File: config.mk
export PLATFORM = sky130hd
export DESIGN_NAME = pcg_clock_ctrl
export DESIGN_NICKNAME = d
export VERILOG_FILES = /design/src/hw/pcg_pkg.sv /design/src/hw/pcg_clock_ctrl.sv
export SDC_FILE = /design/constraint.sdc
export NUM_CORES = 1
export LEC_CHECK = 0
export ABC_CLOCK_PERIOD_IN_PS = 6200
export BUFFER_PORTS_ARGS = -buffer_cell sky130_fd_sc_hd__clkbuf_2
export CELL_PAD_IN_SITES_DETAIL_PLACEMENT = 1
export CELL_PAD_IN_SITES_GLOBAL_PLACEMENT = 1
export CORE_ASPECT_RATIO = 0.6
export CORE_MARGIN = 3
export CORE_UTILIZATION = 48
export DETAILED_ROUTE_END_ITERATION = 8
export MAX_ROUTING_LAYER = met4
export PLACE_DENSITY_LB_ADDON = 0.25
export SLEW_MARGIN = 0
export SYNTH_ARGS = -nofsm -noshare
export SYNTH_HDL_FRONTEND = slang
export SYNTH_SLANG_ARGS = --single-unit
File: constraint.sdc
create_clock -name clk_sys -period 6.2 [get_ports clk_sys]
set_input_delay 0.31 -clock clk_sys [delete_from_list [all_inputs] [get_ports clk_sys]]
set_output_delay 0.31 -clock clk_sys [all_outputs]
set_load 0.02 [all_outputs]
File: src/hw/pcg_pkg.sv
// package: constants, register map and types of the clock generation control block
package pcg_pkg;

   // ----------------------------------------------------------------
   // register map (byte addresses on the apb bus)
   // ----------------------------------------------------------------
   localparam logic [7:0] PCG_OFS_CTRL = 8'h00;
   localparam logic [7:0] PCG_OFS_DIV = 8'h04;
   localparam logic [7:0] PCG_OFS_STAT = 8'h08;

   // control register bit positions
   localparam int PCG_CTRL_AUTO = 0;
   localparam int PCG_CTRL_ACQ = 1;
   localparam int PCG_CTRL_IRQEN = 2;
   localparam int PCG_CTRL_PON = 3;
   localparam int PCG_CTRL_BSEL = 4;
   localparam int PCG_CTRL_MSEL = 5;
   localparam int PCG_CTRL_MON = 6;
   localparam int PCG_CTRL_LIMP = 7;

   // divider register fields
   localparam int PCG_DIV_REF_LSB = 0;
   localparam int PCG_DIV_MUL_LSB = 8;
   localparam int PCG_DIV_SLW_LSB = 16;

   // status register bit positions
   localparam int PCG_STAT_SETTLE = 0;
   localparam int PCG_STAT_TRACK = 1;
   localparam int PCG_STAT_PEND = 2;
   localparam int PCG_STAT_RUN = 3;

   // ----------------------------------------------------------------
   // reset values
   // ----------------------------------------------------------------
   localparam logic [7:0] PCG_CTRL_RST = 8'h48;
   localparam logic [2:0] PCG_REF_RST = 3'h0;
   localparam logic [5:0] PCG_MUL_RST = 6'h00;
   localparam logic [5:0] PCG_SLW_RST = 6'h00;

   // ----------------------------------------------------------------
   // timing
   // ----------------------------------------------------------------
   localparam int PCG_CLK_PERIOD_NS = 20;
   localparam int PCG_STAB_TIME_US = 500;
   localparam int PCG_STAB_CYCLES = (PCG_STAB_TIME_US * 1000) / PCG_CLK_PERIOD_NS;

   // lock detector window in reference ticks, tolerance thresholds in feedback ticks
   localparam int PCG_WINDOW = 32;
   localparam int PCG_LOCK_SET = 1;
   localparam int PCG_LOCK_CLR = 2;
   localparam int PCG_TRK_SET = 2;
   localparam int PCG_UNT_CLR = 4;

   // ----------------------------------------------------------------
   // types
   // ----------------------------------------------------------------
   typedef enum logic [3:0] {
      PCG_LS_OFF = 4'b0001,
      PCG_LS_RUN = 4'b0010,
      PCG_LS_STOP = 4'b0100,
      PCG_LS_STAB = 4'b1000
   } pcg_loop_t;

   typedef struct packed {
      logic limp_disable_bit;
      logic monitor_enable_bit;
      logic module_sel_slow;
      logic base_sel_loop;
      logic loop_power_on;
      logic settle_irq_enable;
      logic acquire_mode_bit;
      logic auto_bw;
   } pcg_ctrl_t;

   // generated clock levels, carried together
   typedef struct packed {
      logic system_base_clock;
      logic module_clock;
      logic slow_module_clock;
      logic can_clock;
      logic debug_module_clock;
      logic monitor_clock;
   } pcg_clocks_t;

endpackage

File: src/hw/pcg_clock_ctrl.sv
// clock generation control: dividers, loop lock detector, clock selection, apb slave
//
// How it works
// - slow clock divides crystal by 4 to 252 in steps of 4; a zero divider passes the crystal through
// - module clock selects system base clock or slow module clock
// - slow module clock feeds periodic timer and watchdog; stop-restart delay counts system clock cycles
// - can clock picks external clock or system base clock by its select
// - debug clock picks debug clock or bus strobe clock by its select
// - monitor clock comes straight from external clock, not the loop
// - reference clock is crystal divided by 1 to 8
// - loop output is reference multiplied by 1 to 64
// - loop keeps running in wait mode while selected
// - stop suspends loop; resumes after stabilization at same frequency when automatic
// - lock detector compares feedback clock frequency with reference frequency
// - acquire bit reads zero in acquisition; one means tracking
// - automatic bandwidth lets the detector switch acquisition and tracking
// - automatic mode: acquire bit read-only, set inside track, cleared outside untrack
// - settled flag read-only, set inside lock tolerance, cleared outside the wider unlock tolerance
// - each settled flag toggle raises interrupt when enabled
// - manual mode keeps lock detection and interrupt; only switching disabled
// - manual mode: software writes acquire bit to choose filter mode
// - reset sets monitor enable and power-on, clears limp disable
`timescale 1ns/1ps
`default_nettype none

module pcg_clock_ctrl
   import pcg_pkg::*;
#(
   parameter int STAB_CYCLES = PCG_STAB_CYCLES,
   parameter int WINDOW = PCG_WINDOW,
   parameter int LOCK_SET = PCG_LOCK_SET,
   parameter int LOCK_CLR = PCG_LOCK_CLR,
   parameter int TRK_SET = PCG_TRK_SET,
   parameter int UNT_CLR = PCG_UNT_CLR
)
(
   input wire logic clk_sys,
   input wire logic rst_n,
   input wire logic clk_en,
   // apb slave
   input wire logic psel,
   input wire logic penable,
   input wire logic pwrite,
   input wire logic [7:0] paddr,
   input wire logic [31:0] pwdata,
   output logic [31:0] prdata,
   output logic pready,
   output logic pslverr,
   // sampled clock levels and mode inputs
   input wire logic external_clock_in,
   input wire logic vco_output_clock,
   input wire logic debug_clock_in,
   input wire logic can_sel_system,
   input wire logic debug_sel_strobe,
   input wire logic stop_mode,
   input wire logic wait_mode,
   // generated clocks and loop controls
   output pcg_clocks_t clocks,
   output logic bus_strobe_clock,
   output logic calibration_out_clock,
   output logic final_reference_clock,
   output logic vco_feedback_clock,
   output logic loop_run,
   output logic filter_track,
   output logic monitor_enable,
   output logic limp_disable,
   output logic settle_irq
);

   // ----------------------------------------------------------------
   // state
   // ----------------------------------------------------------------
   typedef struct packed {
      pcg_loop_t lstate;
      pcg_ctrl_t ctrl;
      logic [2:0] refdv;
      logic [5:0] mult;
      logic [5:0] slwdv;
      logic settle;
      logic trk;
      logic pend;
      logic xin_q;
      logic vco_q;
      logic [2:0] ref_cnt;
      logic [5:0] fb_cnt;
      logic [6:0] slw_cnt;
      logic slw_lvl;
      logic ref_tick;
      logic fb_tick;
      logic [7:0] win_cnt;
      logic [7:0] fbw_cnt;
      logic [19:0] stab_cnt;
      logic [31:0] rdata;
      logic ready;
      pcg_clocks_t clk;
      logic irq;
   } pcg_state_t;

   pcg_state_t s;
   pcg_state_t next_s;

   localparam logic [7:0] WIN_LAST = 8'(WINDOW - 1);
   localparam logic [7:0] WIN_VAL = 8'(WINDOW);
   localparam logic [19:0] STAB_LAST = 20'(STAB_CYCLES - 1);

   // frequency error of one window, as distance from the expected count
   function automatic logic [7:0] pcg_err(input logic [7:0] cnt);
      pcg_err = (cnt >= WIN_VAL) ? 8'(cnt - WIN_VAL) : 8'(WIN_VAL - cnt);
   endfunction

   // register address decode for the error answer; the read data path decodes on its own
   function automatic logic pcg_mapped(input logic [7:0] a);
      pcg_mapped = (a == PCG_OFS_CTRL) || (a == PCG_OFS_DIV) || (a == PCG_OFS_STAT);
   endfunction

   logic xin_rise;
   logic vco_rise;
   logic acq_eff;
   logic wr_fire;
   logic [7:0] err;
   logic win_end;

   // ----------------------------------------------------------------
   // next state
   // ----------------------------------------------------------------
   always_comb
   begin
      next_s = s;
      xin_rise = external_clock_in & ~s.xin_q;
      vco_rise = vco_output_clock & ~s.vco_q;
      next_s.xin_q = external_clock_in;
      next_s.vco_q = vco_output_clock;
      wr_fire = psel & penable & pwrite & s.ready;
      err = pcg_err(s.fbw_cnt);
      win_end = s.ref_tick && (s.win_cnt == WIN_LAST);

      // reference divider: one tick per refdv+1 crystal edges
      next_s.ref_tick = 1'b0;
      if (xin_rise)
      begin
         if (s.ref_cnt >= s.refdv)
         begin
            next_s.ref_cnt = 3'h0;
            next_s.ref_tick = 1'b1;
         end
         else
            next_s.ref_cnt = 3'(s.ref_cnt + 3'h1);
      end

      // feedback divider: the loop settles when vco = reference * (mult+1)
      next_s.fb_tick = 1'b0;
      if (vco_rise && s.lstate == PCG_LS_RUN)
      begin
         if (s.fb_cnt >= s.mult)
         begin
            next_s.fb_cnt = 6'h00;
            next_s.fb_tick = 1'b1;
         end
         else
            next_s.fb_cnt = 6'(s.fb_cnt + 6'h01);
      end

      // slow divider: toggle every 2n crystal edges, so the period is 4n
      if (s.slwdv == 6'h00)
         next_s.slw_lvl = external_clock_in;
      else if (xin_rise)
      begin
         if (s.slw_cnt >= 7'({s.slwdv, 1'b0} - 7'h01))
         begin
            next_s.slw_cnt = 7'h00;
            next_s.slw_lvl = ~s.slw_lvl;
         end
         else
            next_s.slw_cnt = 7'(s.slw_cnt + 7'h01);
      end

      // lock detector: count feedback ticks across a window of reference ticks
      if (s.lstate == PCG_LS_RUN)
      begin
         if (s.fb_tick && s.fbw_cnt != 8'hFF)
            next_s.fbw_cnt = 8'(s.fbw_cnt + 8'h01);
         if (s.ref_tick)
            next_s.win_cnt = 8'(s.win_cnt + 8'h01);
         if (win_end)
         begin
            next_s.win_cnt = 8'h00;
            next_s.fbw_cnt = {7'h00, s.fb_tick};
            // hysteresis: entering needs a tighter error than leaving
            if (err <= 8'(LOCK_SET))
               next_s.settle = 1'b1;
            else if (err > 8'(LOCK_CLR))
               next_s.settle = 1'b0;
            if (s.ctrl.auto_bw && err <= 8'(TRK_SET))
               next_s.trk = 1'b1;
            else if (s.ctrl.auto_bw && err > 8'(UNT_CLR))
               next_s.trk = 1'b0;
         end
      end

      // loop power and low-power sequencing
      unique case (s.lstate)
         PCG_LS_OFF:
         begin
            next_s.settle = 1'b0;
            next_s.trk = 1'b0;
            if (s.ctrl.loop_power_on)
            begin
               next_s.lstate = PCG_LS_STAB;
               next_s.stab_cnt = 20'h00000;
            end
         end
         PCG_LS_RUN:
         begin
            // wait mode is not a reason to stop: only stop mode or power-off
            if (!s.ctrl.loop_power_on)
               next_s.lstate = PCG_LS_OFF;
            else if (stop_mode)
               next_s.lstate = PCG_LS_STOP;
         end
         PCG_LS_STOP:
         begin
            if (!s.ctrl.loop_power_on)
               next_s.lstate = PCG_LS_OFF;
            else if (!stop_mode)
            begin
               next_s.lstate = PCG_LS_STAB;
               next_s.stab_cnt = 20'h00000;
            end
         end
         PCG_LS_STAB:
         begin
            next_s.stab_cnt = 20'(s.stab_cnt + 20'h00001);
            if (!s.ctrl.loop_power_on)
               next_s.lstate = PCG_LS_OFF;
            else if (s.stab_cnt >= STAB_LAST)
            begin
               next_s.lstate = PCG_LS_RUN;
               next_s.win_cnt = 8'h00;
               next_s.fbw_cnt = 8'h00;
               // without automatic bandwidth the old frequency is not kept
               if (!s.ctrl.auto_bw)
               begin
                  next_s.trk = 1'b0;
                  next_s.ctrl.acquire_mode_bit = 1'b0;
               end
            end
         end
         default:
            next_s.lstate = PCG_LS_OFF;
      endcase

      // settle flag toggle interrupt, set wins over a write-one clear
      if (wr_fire && paddr == PCG_OFS_STAT && pwdata[PCG_STAT_PEND])
         next_s.pend = 1'b0;
      if (next_s.settle != s.settle && s.ctrl.settle_irq_enable)
         next_s.pend = 1'b1;

      // apb: the access phase takes one wait cycle so read data is registered
      next_s.ready = psel & penable & ~s.ready;
      if (psel && penable && !s.ready)
      begin
         next_s.rdata = 32'h00000000;
         if (paddr == PCG_OFS_CTRL)
         begin
            next_s.rdata[7:0] = s.ctrl;
            next_s.rdata[PCG_CTRL_ACQ] = acq_eff;
         end
         else if (paddr == PCG_OFS_DIV)
         begin
            next_s.rdata[PCG_DIV_REF_LSB +: 3] = s.refdv;
            next_s.rdata[PCG_DIV_MUL_LSB +: 6] = s.mult;
            next_s.rdata[PCG_DIV_SLW_LSB +: 6] = s.slwdv;
         end
         else if (paddr == PCG_OFS_STAT)
         begin
            next_s.rdata[PCG_STAT_SETTLE] = s.settle;
            next_s.rdata[PCG_STAT_TRACK] = acq_eff;
            next_s.rdata[PCG_STAT_PEND] = s.pend;
            next_s.rdata[PCG_STAT_RUN] = (s.lstate == PCG_LS_RUN);
         end
      end

      // register writes take effect on the completing edge
      if (wr_fire && paddr == PCG_OFS_CTRL)
      begin
         next_s.ctrl = pwdata[7:0];
         if (s.ctrl.auto_bw || pwdata[PCG_CTRL_AUTO])
            next_s.ctrl.acquire_mode_bit = s.ctrl.acquire_mode_bit;
         else
            next_s.ctrl.acquire_mode_bit = pwdata[PCG_CTRL_ACQ];
      end
      if (wr_fire && paddr == PCG_OFS_DIV)
      begin
         next_s.refdv = pwdata[PCG_DIV_REF_LSB +: 3];
         next_s.mult = pwdata[PCG_DIV_MUL_LSB +: 6];
         next_s.slwdv = pwdata[PCG_DIV_SLW_LSB +: 6];
      end

      // clock selection, all from sampled levels
      next_s.clk.system_base_clock = s.ctrl.base_sel_loop ? vco_output_clock
                                                          : external_clock_in;
      next_s.clk.slow_module_clock = s.slw_lvl;
      next_s.clk.module_clock = s.ctrl.module_sel_slow ? s.slw_lvl
                                                       : s.clk.system_base_clock;
      next_s.clk.can_clock = can_sel_system ? s.clk.system_base_clock
                                            : external_clock_in;
      next_s.clk.debug_module_clock = debug_sel_strobe ? s.clk.system_base_clock
                                                       : debug_clock_in;
      next_s.clk.monitor_clock = external_clock_in;
      // request follows the new enable, so clearing it silences a pending flag at once
      next_s.irq = next_s.pend & next_s.ctrl.settle_irq_enable;
   end

   // manual mode follows the software bit, automatic the detector
   assign acq_eff = s.ctrl.auto_bw ? s.trk : s.ctrl.acquire_mode_bit;

   // ----------------------------------------------------------------
   // registers
   // ----------------------------------------------------------------
   always_ff @(posedge clk_sys or negedge rst_n)
   begin
      if (!rst_n)
      begin
         s <= '0;
         s.lstate <= PCG_LS_OFF;
         s.ctrl <= PCG_CTRL_RST;
         s.refdv <= PCG_REF_RST;
         s.mult <= PCG_MUL_RST;
         s.slwdv <= PCG_SLW_RST;
      end
      else if (clk_en)
      begin
         s <= next_s;
      end
   end

   // ----------------------------------------------------------------
   // outputs
   // ----------------------------------------------------------------
   assign prdata = s.rdata;
   assign pready = psel & penable & s.ready;
   assign pslverr = psel & penable & s.ready & ~pcg_mapped(paddr);
   assign clocks = s.clk;
   assign bus_strobe_clock = s.clk.system_base_clock;
   assign calibration_out_clock = s.slw_lvl;
   assign final_reference_clock = s.ref_tick;
   assign vco_feedback_clock = s.fb_tick;
   assign loop_run = (s.lstate == PCG_LS_RUN);
   assign filter_track = acq_eff & (s.lstate == PCG_LS_RUN);
   assign monitor_enable = s.ctrl.monitor_enable_bit;
   assign limp_disable = s.ctrl.limp_disable_bit;
   assign settle_irq = s.irq;

   // wait mode deliberately has no effect on the loop
   logic unused_wait;
   assign unused_wait = wait_mode;

endmodule

`default_nettype wire

==> After elaboration in Yosys (flattened, before gate mapping) <==
Cells that the tools add are included.
{ "word_totals": {"reg_bits": 114, "in_bits": 53, "out_inout_bits": 49, "word_cells": 182} }
{ "op_classes": {"addsub": 9, "n_lt_le_gt_ge": 9, "eq_ne": 17, "mux": 63, "bitwise_logic": 16, "n_reduce_logical": 34} }
{ "op_table": {"columns": ["cell", "count"], "rows": [
  ["16-bit 2-to-1 mux", 5],
  ["20-bit 2-to-1 mux", 3],
  ["20-bit case mux with 3 select lines", 1],
  ["4-bit 2-to-1 mux", 10],
  ["6-bit 2-to-1 mux", 5],
  ["1-bit 2-to-1 mux", 28],
  ["8-bit 2-to-1 mux", 3],
  ["20-bit by 1-bit adder with 20-bit output, second input constant", 1],
  ["20-bit by 15-bit greater-or-equal comparator with 1-bit output, second input constant", 1],
  ["8-bit by 1-bit adder with 8-bit output, second input constant", 2],
  ["4-bit case mux with 4 select lines", 1],
  ["1-bit logical AND", 12],
  ["1-bit AND", 10],
  ["2-bit AND reduction", 5],
  ["5-bit AND reduction", 2],
  ["2-bit nonzero test", 5],
  ["3-bit 2-to-1 mux", 3],
  ["3-bit != test, second input constant", 3],
  ["8-bit by 3-bit == test with 1-bit output, second input constant", 1],
  ["8-bit by 4-bit == test with 1-bit output, second input constant", 1],
  ["8-bit by 5-bit == test with 1-bit output, second input constant", 1],
  ["8-bit by 6-bit greater-or-equal comparator with 1-bit output, second input constant", 1],
  ["8-bit by 2-bit > comparator with 1-bit output, second input constant", 1],
  ["8-bit by 3-bit > comparator with 1-bit output, second input constant", 1],
  ["30 further kinds", 42]
]} }

==> Depth between registers and ports, before layout <==
{ "logic_depth": {"word_depth": 13, "ltp_mapped": 10, "mapped_depth_nobuf": 10} }

==> Worst setup path before layout <==
No wires, ideal clock.
{ "synth_timing": {"kind": "flip-flop to flip-flop", "start": "reg s[100] (netlist name)", "end": "reg s, in the netlist calibration_out_clock", "setup_time_ps": 139, "t_arrival_ps": 2362, "required_ps": 6061, "slack_ps": 3699, "stages_incl_launch_ff": 9, "period_less_slack_ps": 2501, "cell_sequence": "dfrtp_1 inv_1 ha_1 ha_1 a21o_1 a2111oi_0 o21bai_1 nor4b_1 or4_1"} }
{ "synth_between": {"elab_chain_len": 4, "elab_cells_between_ends": 7} }
{ "synth_lines": {"columns": ["item", "line_no", "rtl"], "rows": [
  ["start: declaration", "pcg_clock_ctrl.sv:99", "pcg_state_t s;"],
  ["start signal: assignment", "pcg_clock_ctrl.sv:333", "s <= next_s;"],
  ["7-bit by 1-bit subtractor with 7-bit output", "pcg_clock_ctrl.sv:168", "if (s.slw_cnt >= 7'({s.slwdv, 1'b0} - 7'h01))"],
  ["7-bit greater-or-equal comparator", "pcg_clock_ctrl.sv:168", null],
  ["2-bit nonzero test (no line)", null, null],
  ["3-bit AND reduction (no line)", null, null]
]} }
Several ways; a longest one is shown, not always the timed one.
A chain may end at the register's enable or synchronous reset.

==> Worst setup path after layout <==
Same ends and word-level chain as after synthesis.

==> flow_summary.yaml <==
global_route:
  antenna_found_initial: 0
  grt_pass1_vias: 5849
  overflow: 0
  grt_first_pass_wirelength_mm: 30.4
  grt_max_degree: 59
  grt_use_total_pct: 25.9
pwr:
  peakVddDrop_uv: 178
  pwr-share-clk_pct: 48.4
  switching_share_pct: 25.5
  power.share.sequential_pct: 42.6
  p_leak_nw: 3.61
  power_density_nw_per_um2: 256
  p_sw_w: 0.000486
  p_int_w: 0.00142
  comb_power_share_pct: 9.0
drt:
  firstDrtPassIters: 4
  num_vias: 5435
  via_per_inst: 5.94
  post_drt_wl_per_cell_um: 20.3
  drtIter0Drc: 310
  ant_nets: 0
  drt_wl_total_mm: 18.6
  drc_errors: 0
critical_path:
  required_ps: 6490
  cp-startpoint: "s[100]"
  end_kind: "register"
  r2r-start: "s[100]"
  reg2regPathDepth: 8
  crit_arrival_ps: 3150
  worstSetupPathType: "reg2reg"
  worstPathMaxFanout: 9
  critPathCapture: "calibration_out_clock"
  r2r-end: "calibration_out_clock"
  rrSetupSlack_ps: 3340
  critPathLaunchType: "register"
cells_and_area:
  fill_cells: 1506
  instances_no_fill: 915
  n_antenna_cell: 0
  multi_input_area_um2: 3320
  design_area_um2: 7450
  drive_gt1_share_pct: 20.0
  nNetsFinal: 816
  seq_area_um2: 2860
  final_util_pct: 56.6
  final_common_cell: "dfrtp_1"
  area_growth_pct: 12.4
  final_cell_mix: "111 x dfrtp_1, 75 x clkbuf_2, 74 x nand2_1"
flow_run:
  drv_cap: 0
timing:
  hold_viol: 53
  clock_skew_ps: 12.8
  setup_tns_ps: 0
  rsz0062_at_grt: "no"
  drv_slew: 0
  period_share_pct: 46.2
  min_period_ps: 2860
  maxSlewHeadroom_pct: 23.2
  fin_ws_ps: 3340
  fmax_mhz: 349
  worstMarginPinSlew_ps: 1150
  finalSetupViolations: 0
  whs_ps: -32.5
placement:
  preCtsSetupSlack_ps: 3320
  gp_congestion: 0.843
  dpl.cell_count: 885
  placed_cell_area_um2: 6900
  io_buffers: 76
  hpwl_mm: 13.2
synthesis:
  yosysSeqAreaShare_pct: 43.1
  synth-seq-cells: 114
  syn_area_per_cell_um2: 9.61
  postSynthCellCount: 690
  syn-cell-area_um2: 6630
  async_flop_share_pct: 100
  yosys_warnings: 0
  synth-edff-count: 0
  synth_ff_type: "dfrtp_1"
  ys_types: 72
floorplanning:
  fp-row-count: 32
  die_y_um: 97.0
  die_w_um: 158
  core_area_um2: 13200
  dieArea_um2: 15300
  start_util_pct: 50.3
  io_pins: 102
clock_tree:
  cts_tree: "yes"
  clock_latency_ps: 420
  cts_made_buffers: 17
  clk_pin_slew_ps: 60
  cts_htree_levels: 4
  cts_root_buf: "clkbuf_16"
  cts_buffer_depth: 2
  clkSinkCount: 114
  post_cts_buffers: 0
  ctsHoldBuffers: 0
  cts_resized: 0
worst_hold_path:
  worstHoldPathType: "in2async"
status:
  status: "finished, violations left"
  violations: "hold timing"
per-layer routing:
layer / wire length, um / vias up / GRT usage, %
li1: - / 2520 / -
met1: 8950 / 2768 / 36.1
met2: 8660 / 120 / 39.1
met3: 698 / 27 / 4.38
met4: 302 / 0 / 7.80
met5: 0 / - / -
synthesized netlist by cell type, drive strengths merged (2+ instances only):
library cell | n | area share (%)
nor2 | 49 | 2.8
nand3 | 28 | 2.1
o21a | 3 | 0.34
nor4b | 3 | 0.62
a31oi | 6 | 0.57
o2bb2ai | 2 | 0.26
o31ai | 15 | 1.7
and2 | 5 | 0.47
clkbuf | 21 | 1.2
a211oi | 7 | 1.1
nand3b | 3 | 0.34
a211o | 2 | 0.26
a21o | 17 | 1.9
or4b | 3 | 0.45
dfstp | 3 | 1.2
o311ai | 3 | 0.40
nand4 | 7 | 0.66
buf | 46 | 4.8
nor2b | 11 | 1.0
ha | 29 | 5.5
nand2b | 7 | 0.66
o211a | 2 | 0.30
or4 | 3 | 0.34
a32o | 2 | 0.30
xor2 | 18 | 2.4
o41ai | 2 | 0.26
or3 | 5 | 0.47
o311a | 2 | 0.30
nand2 | 74 | 4.2
dfrtp | 111 | 42
o21ai | 39 | 2.9
inv | 24 | 1.4
nor3 | 13 | 1.1
a21oi | 22 | 1.7
nor4 | 7 | 0.66
mux2 | 26 | 4.5
o32a | 2 | 0.30
a22o | 15 | 2.0
mux2i | 13 | 2.0
and4 | 2 | 0.26
xnor2 | 5 | 0.66
and3 | 14 | 1.3
power by group through the flow:
stage                     registers, W  logic (W)  clock network, W
after floorplan               0.000812   0.000119                 0
after global placement        0.000823   0.000160                 0
after detailed placement      0.000824   0.000169                 0
after CTS                     0.000812   0.000172          0.000938
after global routing          0.000817   0.000191          0.000980
final                         0.000813   0.000172          0.000923
sequential cells by signal, summed over array words and instances, names as in the netlist:
signal                 flops
monitor_enable             1
clocks                     5
s                         82
settle_irq                 1
final_reference_clock      1
limp_disable               1
calibration_out_clock      1
bus_strobe_clock           1
prdata                    20
vco_feedback_clock         1
how the worst min path moves through the flow:
| stage | slack (ps) | from | end | depth (start not counted) |
|---|---|---|---|---|
| 2_1_floorplan | 10 | rst_n | bus_strobe_clock | 0 |
| 3_3_place_gp | 420 | rst_n | prdata[18] | 1 |
| 3_5_place_dp | 430 | rst_n | prdata[18] | 1 |
| 4_1_cts | 2 | rst_n | prdata[18] | 1 |
| 5_1_grt | 10 | rst_n | prdata[18] | 1 |
| 6_report | -30 | rst_n | prdata[18] | 1 |
final cells by class:
class,instances,area share (%)
Multi-Input combinational cell,496,44.6
Sequential cell,114,38.3
Clock buffer,24,6.60
Timing Repair Buffer,81,5.64
Tap cell,170,2.85
Inverter,24,1.21
Clock inverter,6,0.739
kinds of logic after synthesis:
logic type	count (synthesis)	synth area share (%)
AO/OA/AOI/OAI	154	16.3
XOR/XNOR	23	3.04
adder cells (fa/ha/maj)	29	5.47
buffers and inverters	91	7.40
flip-flops	114	43.1
multiplexers	39	6.44
other	1	0.0566
AND/OR/NAND/NOR	239	18.2
worst max-delay path, stage by stage (launching register included):
cell	delay, ps
dfrtp_1	450
inv_1	100
ha_1	300
ha_1	270
a21o_1	150
a2111oi_0	380
o21bai_1	290
nor4b_1	240
or4_1	540
through the flow:
| step | power, W | hold WS [ps] |
|---|---|---|
| 6_report | 0.00191 | -32.5 |
| 3_5_place_dp | 0.000993 | 434 |
| 5_1_grt | 0.00199 | 12.8 |
| 3_3_place_gp | 0.000982 | 423 |
| 4_1_cts | 0.00192 | 1.79 |
| 2_1_floorplan | 0.000931 | 14.4 |
Power figures use the tool's default switching activity.
